**src/logic/rft_consts.svh**
```systemverilog
// Register indices, field positions, limits and timing constants
`ifndef RFT_CONSTS_SVH
`define RFT_CONSTS_SVH

// Register word indices (byte address = index * 4)
`define RFT_I_CTRL 4'h0
`define RFT_I_OFFX 4'h1
`define RFT_I_OFFY 4'h2
`define RFT_I_WIDTH 4'h3
`define RFT_I_HEIGHT 4'h4
`define RFT_I_PIXFMT 4'h5
`define RFT_I_CFILT 4'h6
`define RFT_I_TPAT 4'h7
`define RFT_I_RATE 4'h8
`define RFT_I_TAP 4'h9
`define RFT_I_TSEL 4'hA
`define RFT_I_TMODE 4'hB
`define RFT_I_TSW 4'hC
`define RFT_I_TSRC 4'hD
`define RFT_I_TACT 4'hE
`define RFT_I_STAT 4'hF

// Field positions
`define RFT_CTRL_RUN 0
`define RFT_CTRL_BYP 1
`define RFT_TSW_FIRE 0

// Geometry limits
`define RFT_SENSOR_W 12'h790
`define RFT_SENSOR_H 12'h4C0
`define RFT_OFFX_MAX 11'h730
`define RFT_OFFY_MAX 11'h4BE
`define RFT_WIDTH_MIN 11'h060
`define RFT_HEIGHT_MIN 11'h002
`define RFT_WIDTH_RST 11'h790
`define RFT_HEIGHT_RST 11'h4C0

// Frame rate in millihertz
`define RFT_RATE_MIN 17'h0007D
`define RFT_RATE_MAX 17'h1F3E7
`define RFT_RATE_RST 17'h1D563
`define RFT_CLK_HZ 36'h001312D00
`define RFT_MHZ_PER_HZ 36'h0000003E8
`define RFT_ACC_WRAP (`RFT_CLK_HZ * `RFT_MHZ_PER_HZ)

// Trigger defaults and fixed codes
`define RFT_RST_SRC 4'h7
`define RFT_RST_ACT 2'h0
`define RFT_TSEL_FRAME_START 32'h00000000
`define RFT_SRC_LAST 4'h9

// Bus responses
`define RFT_RESP_OKAY 2'h0
`define RFT_RESP_SLVERR 2'h2
`define RFT_RESP_DECERR 2'h3

`endif

```
**src/logic/rft_pkg.sv**
```systemverilog
// Types shared by the format and trigger block
package rft_pkg;

	typedef enum logic [1:0] {RFT_PF_8 = 2'h0, RFT_PF_10 = 2'h1, RFT_PF_12 = 2'h2} rft_pixfmt_t;

	typedef enum logic [2:0] {
		RFT_TP_OFF = 3'h0, RFT_TP_GREY_H = 3'h1, RFT_TP_GREY_V = 3'h2, RFT_TP_GREY_H_MOVE = 3'h3,
		RFT_TP_BAR_H = 3'h4, RFT_TP_BAR_V = 3'h5, RFT_TP_BAR_MOVE = 3'h6
	} rft_pat_t;

	typedef enum logic [3:0] {
		RFT_SRC_LOW = 4'h0, RFT_SRC_HIGH = 4'h1, RFT_SRC_SOFT = 4'h2, RFT_SRC_PULSE_ZERO = 4'h3,
		RFT_SRC_USER_ZERO = 4'h4, RFT_SRC_USER_ONE = 4'h5, RFT_SRC_TTL = 4'h6, RFT_SRC_CC1 = 4'h7,
		RFT_SRC_NAND_A = 4'h8, RFT_SRC_NAND_B = 4'h9
	} rft_src_t;

	typedef enum logic [1:0] {RFT_ACT_RISE = 2'h0, RFT_ACT_FALL = 2'h1, RFT_ACT_HIGH = 2'h2, RFT_ACT_LOW = 2'h3} rft_act_t;

	typedef enum logic [1:0] {RFT_SC_IDLE = 2'b00, RFT_SC_LINE = 2'b01, RFT_SC_HBLK = 2'b11} rft_scan_st_t;

	typedef struct packed {
		logic [10:0] offset_x;
		logic [10:0] offset_y;
		logic [10:0] width;
		logic [10:0] height;
	} rft_roi_t;

	typedef struct packed {
		logic valid;
		logic sof;
		logic eol;
		logic [11:0] data;
	} rft_pix_t;

endpackage

```
**src/logic/rft_scan.sv**
```systemverilog
// Region readout scanner with test pattern and pixel format stage
`timescale 1ns/1ps
`include "rft_consts.svh"
module rft_scan #(
	parameter int HBLANK = 64
) (
	input wire logic aclk, // Clock
	input wire logic aresetn, // Sync reset, low
	input wire logic start, // Begin one frame
	input wire rft_pkg::rft_roi_t roi, // Region settings
	input wire logic tap, // Two-tap readout
	input wire rft_pkg::rft_pat_t pattern, // Test image select
	input wire rft_pkg::rft_pixfmt_t pixfmt, // Output depth
	input wire logic [7:0] frame_idx, // Frame counter
	input wire logic [11:0] sensor_pixel, // Data at current address
	output logic busy, // Readout in progress
	output logic [10:0] sensor_col, // Sensor column address
	output logic [10:0] sensor_row, // Sensor row address
	output rft_pkg::rft_pix_t pix // Output pixel
);
	import rft_pkg::*;

	if (HBLANK < 8 || HBLANK > 1023) begin : g_chk
		$error("rft_scan: HBLANK out of range");
	end

	localparam logic [9:0] HB = HBLANK[9:0];

	function automatic logic [11:0] pat_val(rft_pat_t p, logic [10:0] c, logic [10:0] r, logic [7:0] f);
		logic [10:0] mc;
		mc = c + {1'b0, f, 2'h0};
		case (p)
			RFT_TP_GREY_H: pat_val = {1'b0, c};
			RFT_TP_GREY_V: pat_val = {1'b0, r};
			RFT_TP_GREY_H_MOVE: pat_val = {1'b0, mc};
			RFT_TP_BAR_H: pat_val = {c[10:8], 9'h1FF};
			RFT_TP_BAR_V: pat_val = {r[10:8], 9'h1FF};
			RFT_TP_BAR_MOVE: pat_val = {mc[10:8], 9'h1FF};
			default: pat_val = 12'h000;
		endcase
	endfunction

	function automatic logic [11:0] fmt_val(rft_pixfmt_t f, logic [11:0] d);
		case (f)
			RFT_PF_8: fmt_val = {4'h0, d[11:4]};
			RFT_PF_10: fmt_val = {2'h0, d[11:2]};
			default: fmt_val = d;
		endcase
	endfunction

	rft_scan_st_t st_reg;
	logic [9:0] hb_reg;
	logic [10:0] col_reg;
	logic [10:0] row_reg;
	rft_pix_t pix_reg;

	wire [11:0] col_last = 12'({1'b0, roi.offset_x} + {1'b0, roi.width} - 12'h001);
	wire [11:0] row_last = 12'({1'b0, roi.offset_y} + {1'b0, roi.height} - 12'h001);
	wire line_end = {1'b0, col_reg} == col_last;
	wire frame_end = {1'b0, row_reg} == row_last;
	wire in_line = st_reg == RFT_SC_LINE;
	wire [11:0] raw = (pattern == RFT_TP_OFF) ? sensor_pixel : pat_val(pattern, col_reg, row_reg, frame_idx);

	always_ff @(posedge aclk) begin
		if (!aresetn) begin
			st_reg <= RFT_SC_IDLE;
			hb_reg <= 10'h000;
			col_reg <= 11'h000;
			row_reg <= 11'h000;
		end else begin
			case (st_reg)
				RFT_SC_IDLE: if (start) begin
					st_reg <= RFT_SC_LINE;
					col_reg <= roi.offset_x;
					row_reg <= roi.offset_y;
				end
				RFT_SC_LINE: if (line_end) begin
					st_reg <= RFT_SC_HBLK;
					hb_reg <= HB >> tap;
				end else begin
					col_reg <= col_reg + 11'h001;
				end
				RFT_SC_HBLK: if (hb_reg != 10'h000) begin
					hb_reg <= hb_reg - 10'h001;
				end else if (frame_end) begin
					st_reg <= RFT_SC_IDLE;
				end else begin
					st_reg <= RFT_SC_LINE;
					row_reg <= row_reg + 11'h001;
					col_reg <= roi.offset_x;
				end
				default: st_reg <= RFT_SC_IDLE;
			endcase
		end
	end

	always_ff @(posedge aclk) begin
		if (!aresetn) begin
			pix_reg <= '0;
		end else begin
			pix_reg.valid <= in_line;
			pix_reg.sof <= in_line && col_reg == roi.offset_x && row_reg == roi.offset_y;
			pix_reg.eol <= in_line && line_end;
			pix_reg.data <= fmt_val(pixfmt, raw);
		end
	end

	assign busy = st_reg != RFT_SC_IDLE;
	assign sensor_col = col_reg;
	assign sensor_row = row_reg;
	assign pix = pix_reg;
endmodule

```
**src/logic/rft_top.sv**
```systemverilog
// Image format and frame trigger block with AXI4-Lite registers
// Functional notes
// - Horizontal offset 0..1840, default 0
// - Vertical offset 0..1214, default 0
// - 8/10/12-bit formats; 12-bit needs bypass
// - Read-only colour filter: none or Bayer
// - Selectable test image replaces sensor data
// - Frame rate 0.125..127.975 Hz, ROI-limited
// - Trigger target fixed read-only frame start
// - Trigger mode off free-runs, on triggers
// - Software trigger command issues one event
// - Trigger source mux, default CC1 line
// - Rising, falling, high or low qualification
// - Width 96..1936, width plus offset bounded
// - Format settings change only while stopped
//
// The AXI4-Lite interface to the registers and the register offsets are this design's own decisions.
`timescale 1ns/1ps
`include "rft_consts.svh"
module rft_top #(
	parameter bit COLOR_VARIANT = 1'b0,
	parameter int ADDR_W = 8,
	parameter int HBLANK = 64
) (
	input wire logic aclk, // Clock, 20 MHz
	input wire logic aresetn, // Sync reset, low
	input wire logic [ADDR_W-1:0] s_axi_awaddr, // Write address
	input wire logic s_axi_awvalid, // Write address valid
	output logic s_axi_awready, // Write address ready
	input wire logic [31:0] s_axi_wdata, // Write data
	input wire logic [3:0] s_axi_wstrb, // Byte strobes
	input wire logic s_axi_wvalid, // Write data valid
	output logic s_axi_wready, // Write data ready
	output logic [1:0] s_axi_bresp, // Write response
	output logic s_axi_bvalid, // Write response valid
	input wire logic s_axi_bready, // Write response ready
	input wire logic [ADDR_W-1:0] s_axi_araddr, // Read address
	input wire logic s_axi_arvalid, // Read address valid
	output logic s_axi_arready, // Read address ready
	output logic [31:0] s_axi_rdata, // Read data
	output logic [1:0] s_axi_rresp, // Read response
	output logic s_axi_rvalid, // Read data valid
	input wire logic s_axi_rready, // Read data ready
	input wire logic pulse_source_zero, // Internal pulse
	input wire logic user_drive_zero, // User output 0
	input wire logic user_drive_one, // User output 1
	input wire logic ttl_input_line, // TTL input
	input wire logic cc1_line, // Control line CC1
	input wire logic nand_gate_a_output, // NAND gate A
	input wire logic nand_gate_b_output, // NAND gate B
	input wire logic [11:0] sensor_pixel, // Sensor data
	output logic frame_start, // One-cycle frame pulse
	output rft_pkg::rft_roi_t roi_out, // Active region
	output logic [10:0] sensor_col, // Sensor column
	output logic [10:0] sensor_row, // Sensor row
	output rft_pkg::rft_pix_t pix_out // Output pixel stream
);
	import rft_pkg::*;

	if (ADDR_W < 7 || ADDR_W > 32) begin : g_chk
		$error("rft_top: ADDR_W out of range");
	end

	// ****************************************
	// Register state
	// ****************************************
	logic run_reg;
	logic byp_reg;
	rft_roi_t roi_reg;
	rft_pixfmt_t fmt_reg;
	rft_pat_t pat_reg;
	logic [16:0] rate_reg;
	logic tap_reg;
	logic trig_mode_reg;
	rft_src_t src_reg;
	rft_act_t act_reg;
	logic sw_fire_reg;

	// ****************************************
	// Bus state
	// ****************************************
	logic awready_reg;
	logic aw_full_reg;
	logic aw_bad_reg;
	logic [3:0] aw_idx_reg;
	logic wready_reg;
	logic w_full_reg;
	logic [31:0] wdata_reg;
	logic [3:0] wstrb_reg;
	logic bvalid_reg;
	logic [1:0] bresp_reg;
	logic arready_reg;
	logic rvalid_reg;
	logic [31:0] rdata_reg;
	logic [1:0] rresp_reg;

	// ****************************************
	// Frame timing state
	// ****************************************
	logic [35:0] acc_reg;
	logic pend_reg;
	logic trig_prev_reg;
	logic frame_start_reg;
	logic [15:0] fcnt_reg;
	logic busy;

	function automatic logic [31:0] merge(logic [31:0] old, logic [31:0] nw, logic [3:0] be);
		for (int i = 0; i < 4; i++) begin
			merge[i*8 +: 8] = be[i] ? nw[i*8 +: 8] : old[i*8 +: 8];
		end
	endfunction

	// ****************************************
	// Read bank
	// ****************************************
	wire [31:0] rd_bank [16];
	wire waiting = run_reg & trig_mode_reg & ~busy;

	assign rd_bank[`RFT_I_CTRL] = {30'h0, byp_reg, run_reg};
	assign rd_bank[`RFT_I_OFFX] = {21'h0, roi_reg.offset_x};
	assign rd_bank[`RFT_I_OFFY] = {21'h0, roi_reg.offset_y};
	assign rd_bank[`RFT_I_WIDTH] = {21'h0, roi_reg.width};
	assign rd_bank[`RFT_I_HEIGHT] = {21'h0, roi_reg.height};
	assign rd_bank[`RFT_I_PIXFMT] = {30'h0, fmt_reg};
	assign rd_bank[`RFT_I_CFILT] = {31'h0, COLOR_VARIANT};
	assign rd_bank[`RFT_I_TPAT] = {29'h0, pat_reg};
	assign rd_bank[`RFT_I_RATE] = {15'h0, rate_reg};
	assign rd_bank[`RFT_I_TAP] = {31'h0, tap_reg};
	assign rd_bank[`RFT_I_TSEL] = `RFT_TSEL_FRAME_START;
	assign rd_bank[`RFT_I_TMODE] = {31'h0, trig_mode_reg};
	assign rd_bank[`RFT_I_TSW] = 32'h00000000;
	assign rd_bank[`RFT_I_TSRC] = {28'h0, src_reg};
	assign rd_bank[`RFT_I_TACT] = {30'h0, act_reg};
	assign rd_bank[`RFT_I_STAT] = {fcnt_reg, 13'h0, waiting, pend_reg, busy};

	// ****************************************
	// Write decode and value checks
	// ****************************************
	wire aw_hs = s_axi_awvalid & awready_reg;
	wire w_hs = s_axi_wvalid & wready_reg;
	wire ar_hs = s_axi_arvalid & arready_reg;
	wire do_wr = aw_full_reg & w_full_reg & ~bvalid_reg;
	wire [31:0] wv = merge(rd_bank[aw_idx_reg], wdata_reg, wstrb_reg);
	wire [10:0] v11 = wv[10:0];
	wire narrow = ~|wv[31:11];
	wire stopped = ~run_reg;
	wire [11:0] x_span = 12'(v11) + 12'((aw_idx_reg == `RFT_I_WIDTH) ? roi_reg.offset_x : roi_reg.width);
	wire [11:0] y_span = 12'(v11) + 12'((aw_idx_reg == `RFT_I_HEIGHT) ? roi_reg.offset_y : roi_reg.height);
	wire pf_ok = wv[1:0] == RFT_PF_8 || wv[1:0] == RFT_PF_10 || (wv[1:0] == RFT_PF_12 && byp_reg);
	wire tp_ok = wv[2:0] <= RFT_TP_GREY_H_MOVE || (COLOR_VARIANT && wv[2:0] <= RFT_TP_BAR_MOVE);
	wire [15:0] ok_vec;

	assign ok_vec[`RFT_I_CTRL] = ~|wv[31:2] & (wv[`RFT_CTRL_BYP] | fmt_reg != RFT_PF_12);
	assign ok_vec[`RFT_I_OFFX] = stopped & narrow & v11 <= `RFT_OFFX_MAX & x_span <= `RFT_SENSOR_W;
	assign ok_vec[`RFT_I_OFFY] = stopped & narrow & v11 <= `RFT_OFFY_MAX & y_span <= `RFT_SENSOR_H;
	assign ok_vec[`RFT_I_WIDTH] = stopped & narrow & v11 >= `RFT_WIDTH_MIN & x_span <= `RFT_SENSOR_W;
	assign ok_vec[`RFT_I_HEIGHT] = stopped & narrow & v11 >= `RFT_HEIGHT_MIN & y_span <= `RFT_SENSOR_H;
	assign ok_vec[`RFT_I_PIXFMT] = stopped & ~|wv[31:2] & pf_ok;
	assign ok_vec[`RFT_I_CFILT] = 1'b0;
	assign ok_vec[`RFT_I_TPAT] = stopped & ~|wv[31:3] & tp_ok;
	assign ok_vec[`RFT_I_RATE] = ~|wv[31:17] & wv[16:0] >= `RFT_RATE_MIN & wv[16:0] <= `RFT_RATE_MAX;
	assign ok_vec[`RFT_I_TAP] = stopped & ~|wv[31:1];
	assign ok_vec[`RFT_I_TSEL] = 1'b0;
	assign ok_vec[`RFT_I_TMODE] = ~|wv[31:1];
	assign ok_vec[`RFT_I_TSW] = 1'b1;
	assign ok_vec[`RFT_I_TSRC] = ~|wv[31:4] & wv[3:0] <= `RFT_SRC_LAST;
	assign ok_vec[`RFT_I_TACT] = ~|wv[31:2];
	assign ok_vec[`RFT_I_STAT] = 1'b0;

	wire wr_ok = ~aw_bad_reg & ok_vec[aw_idx_reg];
	wire [15:0] we = {16{do_wr & wr_ok}} & (16'h0001 << aw_idx_reg);

	// ****************************************
	// Register writes
	// ****************************************
	always_ff @(posedge aclk) begin
		if (!aresetn) begin
			run_reg <= 1'b0;
			byp_reg <= 1'b0;
			roi_reg <= {11'h000, 11'h000, `RFT_WIDTH_RST, `RFT_HEIGHT_RST};
			fmt_reg <= RFT_PF_8;
			pat_reg <= RFT_TP_OFF;
			rate_reg <= `RFT_RATE_RST;
			tap_reg <= 1'b0;
			trig_mode_reg <= 1'b0;
			src_reg <= rft_src_t'(`RFT_RST_SRC);
			act_reg <= rft_act_t'(`RFT_RST_ACT);
		end else begin
			if (we[`RFT_I_CTRL]) {byp_reg, run_reg} <= wv[1:0];
			if (we[`RFT_I_OFFX]) roi_reg.offset_x <= v11;
			if (we[`RFT_I_OFFY]) roi_reg.offset_y <= v11;
			if (we[`RFT_I_WIDTH]) roi_reg.width <= v11;
			if (we[`RFT_I_HEIGHT]) roi_reg.height <= v11;
			if (we[`RFT_I_PIXFMT]) fmt_reg <= rft_pixfmt_t'(wv[1:0]);
			if (we[`RFT_I_TPAT]) pat_reg <= rft_pat_t'(wv[2:0]);
			if (we[`RFT_I_RATE]) rate_reg <= wv[16:0];
			if (we[`RFT_I_TAP]) tap_reg <= wv[0];
			if (we[`RFT_I_TMODE]) trig_mode_reg <= wv[0];
			if (we[`RFT_I_TSRC]) src_reg <= rft_src_t'(wv[3:0]);
			if (we[`RFT_I_TACT]) act_reg <= rft_act_t'(wv[1:0]);
		end
	end

	// One-cycle software trigger event
	always_ff @(posedge aclk) begin
		if (!aresetn) begin
			sw_fire_reg <= 1'b0;
		end else begin
			sw_fire_reg <= we[`RFT_I_TSW] & wv[`RFT_TSW_FIRE];
		end
	end

	// ****************************************
	// AXI4-Lite handshakes
	// ****************************************
	wire aw_full_next = aw_hs | (aw_full_reg & ~do_wr);
	wire w_full_next = w_hs | (w_full_reg & ~do_wr);
	wire bvalid_next = do_wr | (bvalid_reg & ~s_axi_bready);
	wire rvalid_next = ar_hs | (rvalid_reg & ~s_axi_rready);
	wire ar_bad = |s_axi_araddr[ADDR_W-1:6];

	always_ff @(posedge aclk) begin
		if (!aresetn) begin
			awready_reg <= 1'b0;
			aw_full_reg <= 1'b0;
			aw_bad_reg <= 1'b0;
			aw_idx_reg <= 4'h0;
			wready_reg <= 1'b0;
			w_full_reg <= 1'b0;
			wdata_reg <= 32'h00000000;
			wstrb_reg <= 4'h0;
			bvalid_reg <= 1'b0;
			bresp_reg <= `RFT_RESP_OKAY;
		end else begin
			aw_full_reg <= aw_full_next;
			w_full_reg <= w_full_next;
			bvalid_reg <= bvalid_next;
			awready_reg <= ~aw_full_next & ~bvalid_next;
			wready_reg <= ~w_full_next & ~bvalid_next;
			if (aw_hs) begin
				aw_idx_reg <= s_axi_awaddr[5:2];
				aw_bad_reg <= |s_axi_awaddr[ADDR_W-1:6];
			end
			if (w_hs) begin
				wdata_reg <= s_axi_wdata;
				wstrb_reg <= s_axi_wstrb;
			end
			if (do_wr) begin
				bresp_reg <= aw_bad_reg ? `RFT_RESP_DECERR : (wr_ok ? `RFT_RESP_OKAY : `RFT_RESP_SLVERR);
			end
		end
	end

	always_ff @(posedge aclk) begin
		if (!aresetn) begin
			arready_reg <= 1'b0;
			rvalid_reg <= 1'b0;
			rdata_reg <= 32'h00000000;
			rresp_reg <= `RFT_RESP_OKAY;
		end else begin
			rvalid_reg <= rvalid_next;
			arready_reg <= ~rvalid_next;
			if (ar_hs) begin
				rdata_reg <= ar_bad ? 32'h00000000 : rd_bank[s_axi_araddr[5:2]];
				rresp_reg <= ar_bad ? `RFT_RESP_DECERR : `RFT_RESP_OKAY;
			end
		end
	end

	// ****************************************
	// Trigger selection and qualification
	// ****************************************
	wire [9:0] src_vec = {nand_gate_b_output, nand_gate_a_output, cc1_line, ttl_input_line,
		user_drive_one, user_drive_zero, pulse_source_zero, sw_fire_reg, 1'b1, 1'b0};
	wire trig_raw = src_vec[src_reg];
	wire trig_rise = trig_raw & ~trig_prev_reg;
	wire trig_fall = ~trig_raw & trig_prev_reg;
	wire trig_qual = (act_reg == RFT_ACT_RISE) ? trig_rise :
		(act_reg == RFT_ACT_FALL) ? trig_fall :
		(act_reg == RFT_ACT_HIGH) ? trig_raw : ~trig_raw;

	// ****************************************
	// Frame rate accumulator and start
	// ****************************************
	wire [35:0] acc_sum = acc_reg + 36'(rate_reg);
	wire tick = acc_sum >= `RFT_ACC_WRAP;
	wire start_c = run_reg & ~busy & (trig_mode_reg ? trig_qual : pend_reg);

	always_ff @(posedge aclk) begin
		if (!aresetn) begin
			acc_reg <= 36'h000000000;
			pend_reg <= 1'b0;
			trig_prev_reg <= 1'b0;
			frame_start_reg <= 1'b0;
			fcnt_reg <= 16'h0000;
		end else begin
			trig_prev_reg <= trig_raw;
			frame_start_reg <= start_c;
			fcnt_reg <= fcnt_reg + {15'h0000, start_c};
			if (!run_reg) begin
				acc_reg <= 36'h000000000;
				pend_reg <= 1'b0;
			end else begin
				acc_reg <= tick ? acc_sum - `RFT_ACC_WRAP : acc_sum;
				// A new tick wins over the start consuming an older one
				if (tick & ~trig_mode_reg) pend_reg <= 1'b1;
				else if (start_c | trig_mode_reg) pend_reg <= 1'b0;
			end
		end
	end

	// ****************************************
	// Readout scanner
	// ****************************************
	rft_scan #(
		.HBLANK(HBLANK)
	) u_scan (
		.aclk(aclk),
		.aresetn(aresetn),
		.start(start_c),
		.roi(roi_reg),
		.tap(tap_reg),
		.pattern(pat_reg),
		.pixfmt(fmt_reg),
		.frame_idx(fcnt_reg[7:0]),
		.sensor_pixel(sensor_pixel),
		.busy(busy),
		.sensor_col(sensor_col),
		.sensor_row(sensor_row),
		.pix(pix_out)
	);

	assign s_axi_awready = awready_reg;
	assign s_axi_wready = wready_reg;
	assign s_axi_bvalid = bvalid_reg;
	assign s_axi_bresp = bresp_reg;
	assign s_axi_arready = arready_reg;
	assign s_axi_rvalid = rvalid_reg;
	assign s_axi_rdata = rdata_reg;
	assign s_axi_rresp = rresp_reg;
	assign frame_start = frame_start_reg;
	assign roi_out = roi_reg;
endmodule

```
**config.mk**
```make
export PLATFORM = sky130hd
export DESIGN_NAME = rft_top
export DESIGN_NICKNAME = d
export VERILOG_FILES = /design/src/logic/rft_pkg.sv /design/src/logic/rft_scan.sv /design/src/logic/rft_top.sv
export VERILOG_INCLUDE_DIRS = /design/src /design/src/logic
export SDC_FILE = /design/constraint.sdc
export NUM_CORES = 1
export LEC_CHECK = 0
export BUFFER_PORTS_ARGS = -buffer_cell sky130_fd_sc_hd__buf_2
export CORE_MARGIN = 4
export CORE_UTILIZATION = 60
export DETAILED_ROUTE_END_ITERATION = 6
export PLACE_DENSITY = 0.78
export RECOVER_POWER = 25
export SETUP_SLACK_MARGIN = 0.02
export SLEW_MARGIN = 0
export SYNTH_ARGS = -nofsm -noshare
export SYNTH_HDL_FRONTEND = slang
export SYNTH_HIERARCHICAL = 1
export SYNTH_SLANG_ARGS = --single-unit
```
**constraint.sdc**
```tcl
create_clock -name aclk -period 7.6 [get_ports aclk]
set_input_delay 2.28 -clock aclk [delete_from_list [all_inputs] [get_ports aclk]]
set_output_delay 2.28 -clock aclk [all_outputs]
set_load 0.02 [all_outputs]
```
==> flow_metrics.tcl <==
set metrics [dict create \
    run_status "complete, but fails checks" \
    violated_checks "DRC, capacitance limit, slew limit" \
    syn-num-nets 2536 \
    die_area_um2 33700 \
    synth_cell_types 92 \
    avgSynthCellArea_um2 7.84 \
    place_congestion 0.996 \
    finalHoldViolations 0 \
    whs_endpoint "s_axi_awready$_SDFF_PN0_" \
    setup.worst_path.end_class "flop" \
    worst_ir_drop_vdd_uv 266 \
    place_inst 2820 \
    lkg_pwr_nw 8.57 \
    cts_resized 0 \
    synth_flop_cell "dfxtp_1" \
    power_density_nw_per_um2 161 \
    post_synth_instance_area_um2 18500 \
    wirelength_um 61200 \
    timing.hold.worst.class "flop to flop" \
    hold_path.startpoint "aw_full_reg$_SDFF_PN0_" \
    cts_tree "built" \
    route.detailed.drc 8 \
    fin_cells 2877 \
    drv.max_cap_violation_count 1 \
    postCtsSetupRepairBufs 0 \
    tritoncts_buffers 30 \
    cts.path.max_buffers 3 \
    final_cell_area_um2 20500 \
    final_net_count 2641 \
    placed_instance_area_um2 19500 \
    synth.yosys.seq_area_share 0.286 \
    via_count_of_the_first_global_routing_pass 17169 \
    htree_levels 1 \
    wl_per_cell_um 21.3 \
    timing.critical_path.slowest_stage_cell "clkbuf_1" \
    max_fclk_mhz 158 \
    initial_core_util 0.615 \
    dieWidth_um 183 \
    relSlewSlack -1.07 \
    regToRegStartpoint "aw_idx_reg[0]$_SDFFE_PN0P_" \
    drt-vias-per-instance 6.50 \
    number_of_enable_flip_flop_cells_after_synthesis 0 \
    yosys_register_bits 264 \
    worst_path_most_repeated_cell "clkbuf_1" \
    worst-slew-pin-transition_ns 3.10 \
    grt.total_usage 0.344 \
    placementRows 63 \
    critical_path.cell_chain "clkbuf_1 > clkbuf_1 > nand2_1 > or3_1 > o2bb2ai_1 > o311ai_0" \
    final_antenna_violating_net_count 0 \
    number_of_cells_traversed_by_the_worst_hold_path 1 \
    finClkSkew_ns 0.0137 \
    floorplan.core_area_um2 30000 \
    worst_ep_required_time_ns 8.07 \
    worst_setup_path_start_kind "input port" \
    sum_of_negative_setup_slack_ns 0 \
    area_growth_synth_to_finish_pct 11.0 \
    post-route-worst-setup-slack_ns 1.26 \
    synthesis.instances 2357 \
    clock_latency_ns 0.57 \
    route.vias.total 18689 \
    largest_reg_flops 44 \
    grt_max_degree 68 \
    rsz_0062_raised_after_global_routing "false" \
    drive_gt1_frac 0.131 \
    tmin_final_ns 6.34 \
    grt_overflow_total 0 \
    r2r_end "roi_out[7]$_SDFFE_PN1P_" \
    buffer_ports.inserted 196 \
    grt_pass1_wl_um 94100 \
    synth-async-reset-ratio 0 \
    setup_viol 0 \
    die_height_um 183 \
    report.final.slew_viol_count 67 \
    hpwl_after_dpl_um 44100 \
    num_io_pins 201 \
    cts_root_buffer_type "clkbuf_16" \
    highest_cell_delay_on_the_worst_timing_path_ns 2.24 \
    dp_worst_setup_slack_ns 2.02 \
    timing.final.crit_share 0.835 \
    clk_pin_slew_ns 0.06 \
    clock-sinks 264 \
    postCtsHoldBufs 0 \
    worst_r2r_path_depth 18 \
    crit_path_arrival_time_ns 6.81 \
    number_of_iterations_in_the_first_detailed_routing_pass 7 \
    crit_fanout 66 \
    r2r_setup_slack_ns 1.67 \
    setup.worst_path.class "input port to flop" \
    detail_route.iter0.violations 2288 \
    synth_warnings 6 \
    grt_antenna_before_repair 0 \
]
==> cells in the mapped netlist, types with 14 or more instances <==
cell type,instances,area [um2]
a21o_1,26,195
clkbuf_1,103,387
a311oi_1,15,131
nand3_1,76,380
and3_1,25,156
o2bb2ai_1,14,123
and2_1,26,163
nand2b_1,27,169
nand4_1,27,169
nand2_1,244,916
a211oi_1,19,143
nor3b_1,14,105
nor2_1,233,875
xnor2_1,73,639
or3_1,22,138
mux2_2,46,518
inv_1,145,544
mux2i_1,85,851
xor2_1,45,394
a22oi_1,43,323
nor4_1,17,106
ha_1,95,1190
dfxtp_1,264,5290
o21ai_0,108,541
a21oi_1,158,791
nor3_1,56,280
o211ai_1,32,240
buf_2,23,115
a221oi_1,15,131
==> where the power goes <==
part / switching [mW] / internal, mW / total, mW / leakage (nW)
sequential: 0.0205 / 1.40 / 1.42 / 2.14
clock: 0.615 / 0.924 / 1.54 / 0.524
combinational: 0.216 / 0.124 / 0.340 / 5.91
total: 0.852 / 2.45 / 3.30 / 8.57
==> logic make-up after synthesis <==
group	after synthesis	synth area share
compound gates	589	0.214
buf+inv	292	0.0634
flops	264	0.286
fa+ha+maj	101	0.0708
xor+xnor	119	0.0572
simple gates	850	0.224
mux	142	0.0844
==> metal layers <==
metal	GRT usage	vias up	share of wire
met1	0.455	8738	0.40
met5	0	-	0
li1	-	8677	-
met4	0.158	0	0.052
met3	0.0419	211	0.092
met2	0.564	1063	0.45
==> cells in the final DEF (no fill, tap or decap), types with 76 or more instances in the layout <==
| master | netlist | layout |
|---|---|---|
| dfxtp_1 | 264 | 264 |
| nand2_1 | 244 | 244 |
| nor2_1 | 233 | 233 |
| buf_2 | 23 | 164 |
| a21oi_1 | 158 | 158 |
| inv_1 | 145 | 144 |
| o21ai_0 | 108 | 108 |
| ha_1 | 95 | 95 |
| mux2i_1 | 85 | 85 |
| nand3_1 | 76 | 76 |
==> stage by stage <==
stage                     hold slack (ns)  power (mW)   util
after CTS                           0.448        3.30  0.685
final                               0.449        3.30  0.683
after floorplan                     0.412        1.68      -
after detailed placement            0.439        1.78  0.649
after global routing                0.458        3.39  0.683
after global placement              0.433        1.77  0.649
==> worst max path at each step <==
stage / startpoint / depth (start not counted) / to
after floorplan: cc1_line / 13 / u_scan/sensor_col[10]$_SDFFE_PN0P_
after global placement: cc1_line / 14 / u_scan/sensor_col[5]$_SDFFE_PN0P_
after detailed placement: aw_idx_reg[0]$_SDFFE_PN0P_ / 18 / roi_out[7]$_SDFFE_PN1P_
after CTS: aw_idx_reg[2]$_SDFFE_PN0P_ / 16 / roi_out[40]$_SDFFE_PN0P_
after global routing: aresetn / 6 / acc_reg[23]$_SDFF_PN0_
final: aresetn / 6 / acc_reg[23]$_SDFF_PN0_
==> final cells by class <==
cell class                      count  area, um2
Fill cell                        2595       9520
Tap cell                          390        488
Multi-Input combinational cell   1801      12000
Antenna cell                        1       2.50
Sequential cell                   264       5290
Inverter                          146        549
Clock inverter                     13        153
Clock buffer                       43        901
Timing Repair Buffer              219       1110
==> worst max-delay path, delay by kind of cell <==
kind,cells,cell delay (ns)
buffers and inverters,2,2.91
and+or+nand+nor,2,1.35
AOI/OAI and AO/OA,2,0.22
Power figures use the tool's default switching activity.
